==> src/rtl/dag_defs.svh <==
// Constants for the dynamic RAM access and refresh glue block
`ifndef DAG_DEFS_SVH
`define DAG_DEFS_SVH

// ----------------------------------------------------------------
// Clock and timing
// ----------------------------------------------------------------
`define DAG_CLK_KHZ 10000
`define DAG_NS_PER_US 1000
`define DAG_KHZ_PER_GHZ 1000000
`define DAG_T_RAH_FAST_NS 30
`define DAG_T_RAH_SLOW_NS 120
`define DAG_T_ASC_NS 10

// ----------------------------------------------------------------
// Register byte addresses
// ----------------------------------------------------------------
`define DAG_ADDR_CTRL 8'h00
`define DAG_ADDR_STATUS 8'h04
`define DAG_ADDR_RFCNT 8'h08
`define DAG_ADDR_REFRESHES 8'h0C
`define DAG_ADDR_LATCHED 8'h10

// ----------------------------------------------------------------
// Field positions and reset values
// ----------------------------------------------------------------
`define DAG_CTRL_ENABLE 0
`define DAG_CTRL_SLOW_RAH 1
`define DAG_CTRL_RESET 2'h1
`define DAG_STAT_BUSY 0
`define DAG_STAT_REFRESH 1
`define DAG_STAT_WAIT 2
`define DAG_RFCNT_RESET 8'h00
`define DAG_BANK_LSB 16

`endif

==> src/rtl/dag_pkg.sv <==
// Types shared by the dynamic RAM access and refresh glue block
package dag_pkg;
   typedef enum logic [2:0] {
      ST_IDLE,
      ST_ROW,
      ST_COL,
      ST_CAS,
      ST_REFRESH
   } dag_state_e;
endpackage : dag_pkg

==> src/rtl/dag_sync.sv <==
// Two-stage synchroniser for a group of pin inputs
`timescale 1ns/1ps
module dag_sync #(
   parameter int W = 1,
   parameter logic [W-1:0] RST_VAL = '0
) (
   input wire logic clk,
   input wire logic rst,
   input wire logic [W-1:0] d,
   output logic [W-1:0] q
);
   logic [W-1:0] meta;
   logic [W-1:0] next_meta;
   logic [W-1:0] next_q;

   always_comb begin
      next_meta = d;
      next_q = meta;
   end

   always_ff @(posedge clk) begin
      if (rst) begin
         meta <= RST_VAL;
         q <= RST_VAL;
      end else begin
         meta <= next_meta;
         q <= next_q;
      end
   end
endmodule : dag_sync

==> src/rtl/dag_ctrl.sv <==
// Dynamic RAM access sequencer, refresh counter and APB register slave
//
// Local design decisions: the APB interface to the registers and the placing of the registers.
`timescale 1ns/1ps
`include "dag_defs.svh"
module dag_ctrl #(
   parameter int BUS_W = 16,
   parameter int Q_W = 8,
   parameter int RFC_W = 8,
   parameter int BANKS = 4
) (
   input wire logic clk,
   input wire logic rst,
   // APB slave
   input wire logic psel,
   input wire logic penable,
   input wire logic pwrite,
   input wire logic [7:0] paddr,
   input wire logic [31:0] pwdata,
   output logic [31:0] prdata,
   output logic pready,
   output logic pslverr,
   // Processor side pins
   input wire logic [BUS_W-1:0] muxed_address_data_bus,
   input wire logic [1:0] bank_select,
   input wire logic cpu_address_strobe_n,
   input wire logic row_strobe_input_n,
   input wire logic refresh_mode_pin,
   input wire logic write_input_n,
   output logic cpu_wait_n,
   // Memory array side
   output logic [Q_W-1:0] ram_address,
   output logic [BANKS-1:0] row_strobe_out_n,
   output logic column_strobe_n,
   output logic write_enable_n
);
   // ----------------------------------------------------------------
   // Timing counts
   // ----------------------------------------------------------------
   function automatic int ns_to_cycles(input int ns);
      int c;
      c = (ns * `DAG_CLK_KHZ + `DAG_KHZ_PER_GHZ - 1) / `DAG_KHZ_PER_GHZ;
      return (c < 1) ? 1 : c;
   endfunction : ns_to_cycles

   localparam int RAH_FAST_CYC = ns_to_cycles(`DAG_T_RAH_FAST_NS);
   localparam int RAH_SLOW_CYC = ns_to_cycles(`DAG_T_RAH_SLOW_NS);
   localparam int ASC_CYC = ns_to_cycles(`DAG_T_ASC_NS);

   // ----------------------------------------------------------------
   // Pin synchronisers
   // ----------------------------------------------------------------
   localparam int SW = BUS_W + 6;
   logic [SW-1:0] pins_s;
   logic [BUS_W-1:0] bus_s;
   logic [1:0] bank_s;
   logic as_s;
   logic row_strobe_input_n_s;
   logic rfmode_s;
   logic win_s;

   dag_sync #(
      .W(SW),
      .RST_VAL({{BUS_W{1'b0}}, 2'h0, 4'hF})
   ) u_sync (
      .clk(clk),
      .rst(rst),
      .d({muxed_address_data_bus, bank_select, cpu_address_strobe_n,
          row_strobe_input_n, refresh_mode_pin, write_input_n}),
      .q(pins_s)
   );

   assign bus_s = pins_s[SW-1 -: BUS_W];
   assign bank_s = pins_s[5:4];
   assign as_s = pins_s[3];
   assign row_strobe_input_n_s = pins_s[2];
   assign rfmode_s = pins_s[1];
   assign win_s = pins_s[0];

   // ----------------------------------------------------------------
   // State
   // ----------------------------------------------------------------
   dag_pkg::dag_state_e state;
   dag_pkg::dag_state_e next_state;
   logic as_d;
   logic next_as_d;
   logic row_strobe_input_n_d;
   logic next_row_strobe_input_n_d;
   logic [BUS_W-1:0] lat_addr;
   logic [BUS_W-1:0] next_lat_addr;
   logic [1:0] lat_bank;
   logic [1:0] next_lat_bank;
   logic [2:0] cnt;
   logic [2:0] next_cnt;
   logic [RFC_W-1:0] rfcnt;
   logic [RFC_W-1:0] next_rfcnt;
   logic [15:0] refreshes;
   logic [15:0] next_refreshes;
   logic armed;
   logic next_armed;
   logic [Q_W-1:0] next_ram_address;
   logic [BANKS-1:0] next_row_strobe_out_n;
   logic next_column_strobe_n;
   logic next_write_enable_n;
   logic next_cpu_wait_n;

   // APB state
   logic [1:0] ctrl;
   logic [1:0] next_ctrl;
   logic [31:0] next_prdata;
   logic next_pready;
   logic next_pslverr;
   logic apb_commit;
   logic rfcnt_wr;

   logic as_fall;
   logic row_strobe_input_n_fall;
   logic row_strobe_input_n_rise;

   assign as_fall = as_d & ~as_s;
   assign row_strobe_input_n_fall = row_strobe_input_n_d & ~row_strobe_input_n_s;
   assign row_strobe_input_n_rise = ~row_strobe_input_n_d & row_strobe_input_n_s;
   assign apb_commit = psel & penable & pready;
   assign rfcnt_wr = apb_commit & pwrite & (paddr == `DAG_ADDR_RFCNT);

   // ----------------------------------------------------------------
   // Access and refresh sequencer
   // ----------------------------------------------------------------
   always_comb begin
      next_state = state;
      next_as_d = as_s;
      next_row_strobe_input_n_d = row_strobe_input_n_s;
      next_lat_addr = lat_addr;
      next_lat_bank = lat_bank;
      next_cnt = cnt;
      next_rfcnt = rfcnt;
      next_refreshes = refreshes;
      next_armed = armed;
      next_ram_address = ram_address;
      next_row_strobe_out_n = row_strobe_out_n;
      next_column_strobe_n = column_strobe_n;
      next_write_enable_n = write_enable_n;
      next_cpu_wait_n = cpu_wait_n;

      // Address taken on the strobe's falling edge, as the bus still holds it
      if (as_fall) begin
         next_lat_addr = bus_s;
         next_lat_bank = bank_s;
      end

      case (state)
         dag_pkg::ST_IDLE: begin
            next_row_strobe_out_n = '1;
            next_column_strobe_n = 1'b1;
            next_write_enable_n = 1'b1;
            next_cpu_wait_n = 1'b1;
            next_ram_address = lat_addr[Q_W-1:0];
            if (!rfmode_s) begin
               // Refresh entry waits for a full strobe low to count a row
               next_state = dag_pkg::ST_REFRESH;
               next_armed = 1'b0;
               next_ram_address = rfcnt;
            end else if (row_strobe_input_n_fall && ctrl[`DAG_CTRL_ENABLE]) begin
               next_row_strobe_out_n[lat_bank] = 1'b0;
               next_write_enable_n = win_s;
               next_cpu_wait_n = 1'b0;
               next_cnt = ctrl[`DAG_CTRL_SLOW_RAH] ? 3'(RAH_SLOW_CYC - 1)
                                                  : 3'(RAH_FAST_CYC - 1);
               next_state = dag_pkg::ST_ROW;
            end
         end
         dag_pkg::ST_ROW: begin
            next_write_enable_n = win_s;
            if (row_strobe_input_n_s) begin
               next_state = dag_pkg::ST_IDLE;
               next_row_strobe_out_n = '1;
               next_cpu_wait_n = 1'b1;
            end else if (cnt == 3'h0) begin
               next_ram_address = lat_addr[2*Q_W-1:Q_W];
               next_cnt = 3'(ASC_CYC - 1);
               next_state = dag_pkg::ST_COL;
            end else begin
               next_cnt = cnt - 3'h1;
            end
         end
         dag_pkg::ST_COL: begin
            next_write_enable_n = win_s;
            if (row_strobe_input_n_s) begin
               next_state = dag_pkg::ST_IDLE;
               next_row_strobe_out_n = '1;
               next_cpu_wait_n = 1'b1;
            end else if (cnt == 3'h0) begin
               next_column_strobe_n = 1'b0;
               next_cpu_wait_n = 1'b1;
               next_state = dag_pkg::ST_CAS;
            end else begin
               next_cnt = cnt - 3'h1;
            end
         end
         dag_pkg::ST_CAS: begin
            // Write input is tracked so a late early-write still reaches the array
            next_write_enable_n = win_s;
            if (row_strobe_input_n_s) begin
               next_row_strobe_out_n = '1;
               next_column_strobe_n = 1'b1;
               next_write_enable_n = 1'b1;
               next_state = dag_pkg::ST_IDLE;
            end
         end
         dag_pkg::ST_REFRESH: begin
            next_ram_address = rfcnt;
            next_row_strobe_out_n = {BANKS{row_strobe_input_n_s}};
            next_column_strobe_n = 1'b1;
            next_write_enable_n = 1'b1;
            next_cpu_wait_n = 1'b1;
            if (!row_strobe_input_n_s) begin
               next_armed = 1'b1;
            end
            if (row_strobe_input_n_rise && armed) begin
               next_rfcnt = rfcnt + 1'b1;
               next_ram_address = rfcnt + 1'b1;
               next_refreshes = refreshes + 16'h0001;
               next_armed = 1'b0;
            end
            // Leave only with the strobe high so no bank is cut short
            if (rfmode_s && row_strobe_input_n_s) begin
               next_state = dag_pkg::ST_IDLE;
               next_row_strobe_out_n = '1;
            end
         end
         default: begin
            next_state = dag_pkg::ST_IDLE;
         end
      endcase

      // Software preset of the row counter wins over an increment
      if (rfcnt_wr) begin
         next_rfcnt = pwdata[RFC_W-1:0];
      end
   end

   always_ff @(posedge clk) begin
      if (rst) begin
         state <= dag_pkg::ST_IDLE;
         as_d <= 1'b1;
         row_strobe_input_n_d <= 1'b1;
         lat_addr <= '0;
         lat_bank <= 2'h0;
         cnt <= 3'h0;
         rfcnt <= `DAG_RFCNT_RESET;
         refreshes <= 16'h0000;
         armed <= 1'b0;
         ram_address <= '0;
         row_strobe_out_n <= '1;
         column_strobe_n <= 1'b1;
         write_enable_n <= 1'b1;
         cpu_wait_n <= 1'b1;
      end else begin
         state <= next_state;
         as_d <= next_as_d;
         row_strobe_input_n_d <= next_row_strobe_input_n_d;
         lat_addr <= next_lat_addr;
         lat_bank <= next_lat_bank;
         cnt <= next_cnt;
         rfcnt <= next_rfcnt;
         refreshes <= next_refreshes;
         armed <= next_armed;
         ram_address <= next_ram_address;
         row_strobe_out_n <= next_row_strobe_out_n;
         column_strobe_n <= next_column_strobe_n;
         write_enable_n <= next_write_enable_n;
         cpu_wait_n <= next_cpu_wait_n;
      end
   end

   // ----------------------------------------------------------------
   // APB register slave
   // ----------------------------------------------------------------
   always_comb begin
      next_ctrl = ctrl;
      next_prdata = prdata;
      next_pslverr = 1'b0;
      // One wait cycle in the access phase keeps pready a flop output
      next_pready = psel & penable & ~pready;
      if (psel && penable && !pready) begin
         next_prdata = 32'h0000_0000;
         if (paddr == `DAG_ADDR_CTRL) begin
            next_prdata[1:0] = ctrl;
         end else if (paddr == `DAG_ADDR_STATUS) begin
            next_prdata[`DAG_STAT_BUSY] = (state != dag_pkg::ST_IDLE);
            next_prdata[`DAG_STAT_REFRESH] = (state == dag_pkg::ST_REFRESH);
            next_prdata[`DAG_STAT_WAIT] = ~cpu_wait_n;
         end else if (paddr == `DAG_ADDR_RFCNT) begin
            next_prdata[RFC_W-1:0] = rfcnt;
         end else if (paddr == `DAG_ADDR_REFRESHES) begin
            next_prdata[15:0] = refreshes;
         end else if (paddr == `DAG_ADDR_LATCHED) begin
            next_prdata[BUS_W-1:0] = lat_addr;
            next_prdata[`DAG_BANK_LSB +: 2] = lat_bank;
         end else begin
            next_pslverr = 1'b1;
         end
      end
      if (apb_commit && pwrite && paddr == `DAG_ADDR_CTRL) begin
         next_ctrl = pwdata[1:0];
      end
   end

   always_ff @(posedge clk) begin
      if (rst) begin
         ctrl <= `DAG_CTRL_RESET;
         prdata <= 32'h0000_0000;
         pready <= 1'b0;
         pslverr <= 1'b0;
      end else begin
         ctrl <= next_ctrl;
         prdata <= next_prdata;
         pready <= next_pready;
         pslverr <= next_pslverr;
      end
   end
endmodule : dag_ctrl

==> config.mk <==
export PLATFORM = sky130hd
export DESIGN_NAME = dag_ctrl
export DESIGN_NICKNAME = d
export VERILOG_FILES = /design/src/rtl/dag_pkg.sv /design/src/rtl/dag_sync.sv /design/src/rtl/dag_ctrl.sv
export VERILOG_INCLUDE_DIRS = /design/src /design/src/rtl
export SDC_FILE = /design/constraint.sdc
export NUM_CORES = 1
export LEC_CHECK = 0
export BUFFER_PORTS_ARGS = -buffer_cell sky130_fd_sc_hd__buf_4
export CAP_MARGIN = 10
export CORE_MARGIN = 5
export CORE_UTILIZATION = 45
export CTS_CLUSTER_SIZE = 14
export DETAILED_ROUTE_END_ITERATION = 7
export PLACE_DENSITY_LB_ADDON = 0.15
export SYNTH_ARGS = -nofsm -noshare
export SYNTH_HDL_FRONTEND = slang
export SYNTH_SLANG_ARGS = --single-unit
export TNS_END_PERCENT = 5
==> constraint.sdc <==
create_clock -name clk -period 4.74 [get_ports clk]
set_input_delay 0.237 -clock clk [delete_from_list [all_inputs] [get_ports clk]]
set_output_delay 0.237 -clock clk [all_outputs]
set_load 0.05 [all_outputs]
==> results.md <==
Outcome:
- The flow ran to the end, and the final reports show no timing, DRC or antenna violations.

Power and ir drop:
- For this design the static power due to leakage is 2.63 nW.
- Power spread over the standard cell area amounts to 374 nW/µm².
- IR analysis of the VDD net gives a maximum drop of 0.249 mV.
- The total power of the final layout is 2.59 mW.

Yosys:
- The cell count after synthesis came out at 663.
- Each instance of the synthesized netlist takes up on average 8.69 µm².
- The post-synthesis instance area is 5760 µm².
- The sequential fraction of the synthesis area is 45.9%.
- After synthesis, the share of flip-flops with an asynchronous set or reset is 0%.
- After synthesis the netlist holds a flip-flop and latch count of 132.
- Yosys mapped a number of flops with a built-in enable equal to 0.
- After synthesis, the netlist uses 63 different library cells.
- The primary flip-flop cell chosen by synthesis mapping is sky130_fd_sc_hd__dfxtp_1.
- For this run, the number of Yosys warnings is 0.

Clock network:
- The H-tree was split into 4 levels.
- The number of CTS-inserted buffers is 17.
- After clock tree synthesis, the clock-pin slew on the worst setup and hold paths is 0.06 ns.
- The clock passes through at most 2 buffers.
- The tree built by TritonCTS fans out to 132 sinks.
- The clock latency at the later pin of the worst-skew pair is 0.42 ns.
- The cell sitting at the root of the clock tree is a sky130_fd_sc_hd__clkbuf_16.
- Post-CTS timing repair inserted 0 buffers for setup.
- TritonCTS built the clock tree.

Timing:
- Setup repair after global routing left no endpoint under its margin.
- For this run, the top clock speed supported by timing is 416 MHz.
- Setup total negative slack on the finished layout was measured at 0 ns.
- The worst hold slack is 0.0269 ns.
- In this run the tightest slew margin relative to its limit is 30.6%.
- Setup violations remaining at the end of the flow were counted as 0.
- The final count of hold timing violations was 0.
- The pin slew with the least headroom to its limit is 1.04 ns.
- The worst clock skew is 0.0118 ns.
- The share of the cycle needed by the critical path after routing is 50.8%.
- For the finished layout, the period the worst path requires is 2.41 ns.
- The final-report max-slew violation count is 0.

Route:
- The aggregate routed wire length is 13500 µm.
- Once detail routing completed, the nets flagged for antenna violations numbered 0.
- The average routed wire per standard cell is 14.9 µm.
- The detailed-route vias per instance is 5.18.
- For this run, design rule violations remaining after detail routing come to 0.
- In this run, the number of DRC markers left after iteration 0 of detailed routing was 313.
- The detailed-route via count is 4685.
- The first-pass iteration count of the detailed router is 5.

Setup path:
- Counting cells, the worst reg-to-reg path comes to 5.
- In this run the worst setup path terminates at ram_address[0]$_SDFFE_PP0P_.
- The origin of the worst setup path is state[0]$_SDFFE_PP0P_.
- STA classifies the critical path endpoint as a flop.
- In this run the register-to-register setup slack is 2.33 ns.
- The maximum single-stage delay on the critical path is 0.73 ns.
- The critical path data required time is 4.99 ns.
- By startpoint and endpoint, the worst setup path is classified as flop to flop.
- Of all nets on the critical path, the largest fanout is 20.
- The launch instance of the worst register-to-register path is state[0]$_SDFFE_PP0P_.
- The critical path data arrival time is 2.66 ns.
- The slowest stage of the critical path is the sky130_fd_sc_hd__dfxtp_1 cell.
- The worst setup path is launched from a flop.
- The signal on the critical path passes through nor3b_2 -> or2_1 -> nor2_1 -> a221oi_1 -> a211oi_1.
- In this run the critical register-to-register path is captured at ram_address[0]$_SDFFE_PP0P_.

Layout:
- The area growth from synthesis to layout is 20.1%.
- The diode insertion count for antenna repair is 0.
- The area taken by flip-flops and latches is 2640 µm².
- The final-stage net count is 792.
- The share of layout cells above drive strength 1 is 19.4%.
- The multi-input logic area is 2830 µm².
- The number of filler cells placed in the layout is 1171.

Placed design:
- During placement, the flow inserted port buffers numbering 77.
- At the end of routability-driven placement, the weighted congestion stood at 0.956.
- The wire-length estimate of the detail-placed layout is 9580 µm.

Global routing:
- The number of global-route vias before repair is 4275.
- The aggregate global-route resource usage is 18.2%.
- The pin count of the biggest net entering global routing is 74.
- The number of antenna violations at the first check in global routing is 0.
- The wire length of the first global-routing pass is 21500 µm.
- Summed over all layers, the global routing overflow is 0.

Die:
- The area of the placeable core is 12600 µm².
- The initial core utilization is 45.8%.
- The height of the chip is 123 µm.
- The number of primary I/O pins is 116.
- The floorplan step set the die width to 123 µm.
- The die covers 15200 µm².
- The cell row count is 41.

Job:
- The max-cap violation count is 0.

Hold path:
- Counting instances, the worst hold path has a depth of 2.
- The path class of the tightest hold or removal check is primary input to flop.
[stage by stage]
stage,area [µm²],utilization [%],std cells,worst slack [ns]
2_1_floorplan,5810,-,676,3.02
3_3_place_gp,6320,50.3,870,2.45
3_5_place_dp,6320,50.3,870,2.40
4_1_cts,6920,55.0,905,2.36
5_1_grt,6920,55.0,905,2.15
6_report,6920,55.0,905,2.33
[synth_stat cells (5+ instances only)]
master                     number  share of area, %
sky130_fd_sc_hd__buf_4         14               1.8
sky130_fd_sc_hd__o21ai_0        9              0.78
sky130_fd_sc_hd__a211oi_1       9               1.2
sky130_fd_sc_hd__nor2b_1       44               4.8
sky130_fd_sc_hd__nand2_1       84               5.5
sky130_fd_sc_hd__nand4_1        7              0.76
sky130_fd_sc_hd__nand3_1       16               1.4
sky130_fd_sc_hd__xor2_1         8               1.2
sky130_fd_sc_hd__a221oi_1       6              0.91
sky130_fd_sc_hd__a21oi_1       49               4.3
sky130_fd_sc_hd__a22oi_1       11               1.4
sky130_fd_sc_hd__nand2b_1       6              0.65
sky130_fd_sc_hd__and3_1         5              0.54
sky130_fd_sc_hd__inv_1          9              0.59
sky130_fd_sc_hd__nor3_1        11              0.96
sky130_fd_sc_hd__o21ai_1       16               1.4
sky130_fd_sc_hd__nor2_1        64               4.2
sky130_fd_sc_hd__xnor2_1       19               2.9
sky130_fd_sc_hd__a311oi_1       5              0.76
sky130_fd_sc_hd__buf_1          5              0.33
sky130_fd_sc_hd__clkbuf_1      31               2.0
sky130_fd_sc_hd__dfxtp_1      132                46
sky130_fd_sc_hd__or2_2         11               1.2
sky130_fd_sc_hd__a211oi_2       7               1.5
sky130_fd_sc_hd__mux2i_1       11               1.9
[layout by cell type, fill, tap and decap left out, types with 6 or more instances in the layout]
| cell | n |
|---|---|
| sky130_fd_sc_hd__xor2_1 | 8 |
| sky130_fd_sc_hd__nand2b_1 | 6 |
| sky130_fd_sc_hd__dfxtp_1 | 132 |
| sky130_fd_sc_hd__a221oi_1 | 6 |
| sky130_fd_sc_hd__xnor2_1 | 19 |
| sky130_fd_sc_hd__o21ai_0 | 9 |
| sky130_fd_sc_hd__clkinv_2 | 6 |
| sky130_fd_sc_hd__nor2_1 | 64 |
| sky130_fd_sc_hd__a22oi_1 | 11 |
| sky130_fd_sc_hd__clkbuf_16 | 17 |
| sky130_fd_sc_hd__mux2i_1 | 11 |
| sky130_fd_sc_hd__buf_4 | 79 |
| sky130_fd_sc_hd__a21oi_1 | 49 |
| sky130_fd_sc_hd__inv_1 | 9 |
| sky130_fd_sc_hd__nor3_1 | 11 |
| sky130_fd_sc_hd__a211oi_2 | 7 |
| sky130_fd_sc_hd__conb_1 | 14 |
| sky130_fd_sc_hd__nand3_1 | 16 |
| sky130_fd_sc_hd__nand2_1 | 84 |
| sky130_fd_sc_hd__nor2b_1 | 44 |
| sky130_fd_sc_hd__o21ai_1 | 16 |
| sky130_fd_sc_hd__nand4_1 | 7 |
| sky130_fd_sc_hd__a211oi_1 | 9 |
| sky130_fd_sc_hd__or2_2 | 11 |
[cells by family (layout without fill, tap and decap cells)]
logic type	count (synthesis)	in the layout	synth area share, %
AO/OA/AOI/OAI	141	141	16.3
other	1	14	0.0651
AND/OR/NAND/NOR	277	277	24.7
flip-flops	132	132	45.9
buffers and inverters	68	125	5.82
adder cells (fa/ha/maj)	4	4	0.869
multiplexers	13	13	2.30
XOR/XNOR	27	27	4.10
[state kept, by name (all words and copies together), names as in the netlist, 2 cells and up]
register	count
prdata	18
u_sync.meta	22
u_sync.q	22
rfcnt	8
row_strobe_out_n	4
ctrl	2
state	3
ram_address	8
refreshes	16
cnt	3
lat_addr	16
lat_bank	2
[worst max-delay path, delay by kind of cell (launching register included)]
| kind | cells | cell delay, ns |
|---|---|---|
| AO/OA/AOI/OAI | 2 | 0.45 |
| flip-flops | 1 | 0.73 |
| AND/OR/NAND/NOR | 3 | 1.07 |
[layout make-up]
type	instances	area share, %
well taps	172	3.11
repair buffers	83	9.15
clock inverters	10	1.19
clock buffers	21	6.80
flip-flops and latches	132	38.2
inverters	11	0.597
multi-input cells	476	40.9
[repair_timing]
item | in CTS | in global routing
endpoints found under the hold margin | 4 | 0
endpoints found under the setup margin | 0 | 0
resized for setup | 0 | 0
hold buffers | 4 | 0
[power by group]
part,switching [mW],internal [mW],total (mW)
logic,0.140,0.0748,0.214
clock network,0.457,0.752,1.21
registers,0.0222,1.14,1.16
[worst min path at each step]
stage                     slack [ns]                        from                         end
after floorplan                 0.34               write_input_n   u_sync.meta[0]$_SDFF_PP1_
after global placement          0.39   u_sync.meta[2]$_SDFF_PP1_      u_sync.q[2]$_SDFF_PP1_
after detailed placement        0.39   u_sync.meta[3]$_SDFF_PP1_      u_sync.q[3]$_SDFF_PP1_
after CTS                       0.02   muxed_address_data_bus[1]   u_sync.meta[7]$_SDFF_PP0_
after global routing            0.03  muxed_address_data_bus[10]  u_sync.meta[16]$_SDFF_PP0_
final                           0.03   muxed_address_data_bus[1]   u_sync.meta[7]$_SDFF_PP0_
[per-layer routing]
layer | share of wire, % | track usage, % | vias up
met5 | 0 | 0 | -
met4 | 1.9 | 7.40 | 0
met3 | 5.8 | 4.89 | 21
met2 | 45 | 26.8 | 129
met1 | 47 | 25.3 | 2168
li1 | - | - | 2367
Power figures use the tool's default switching activity.
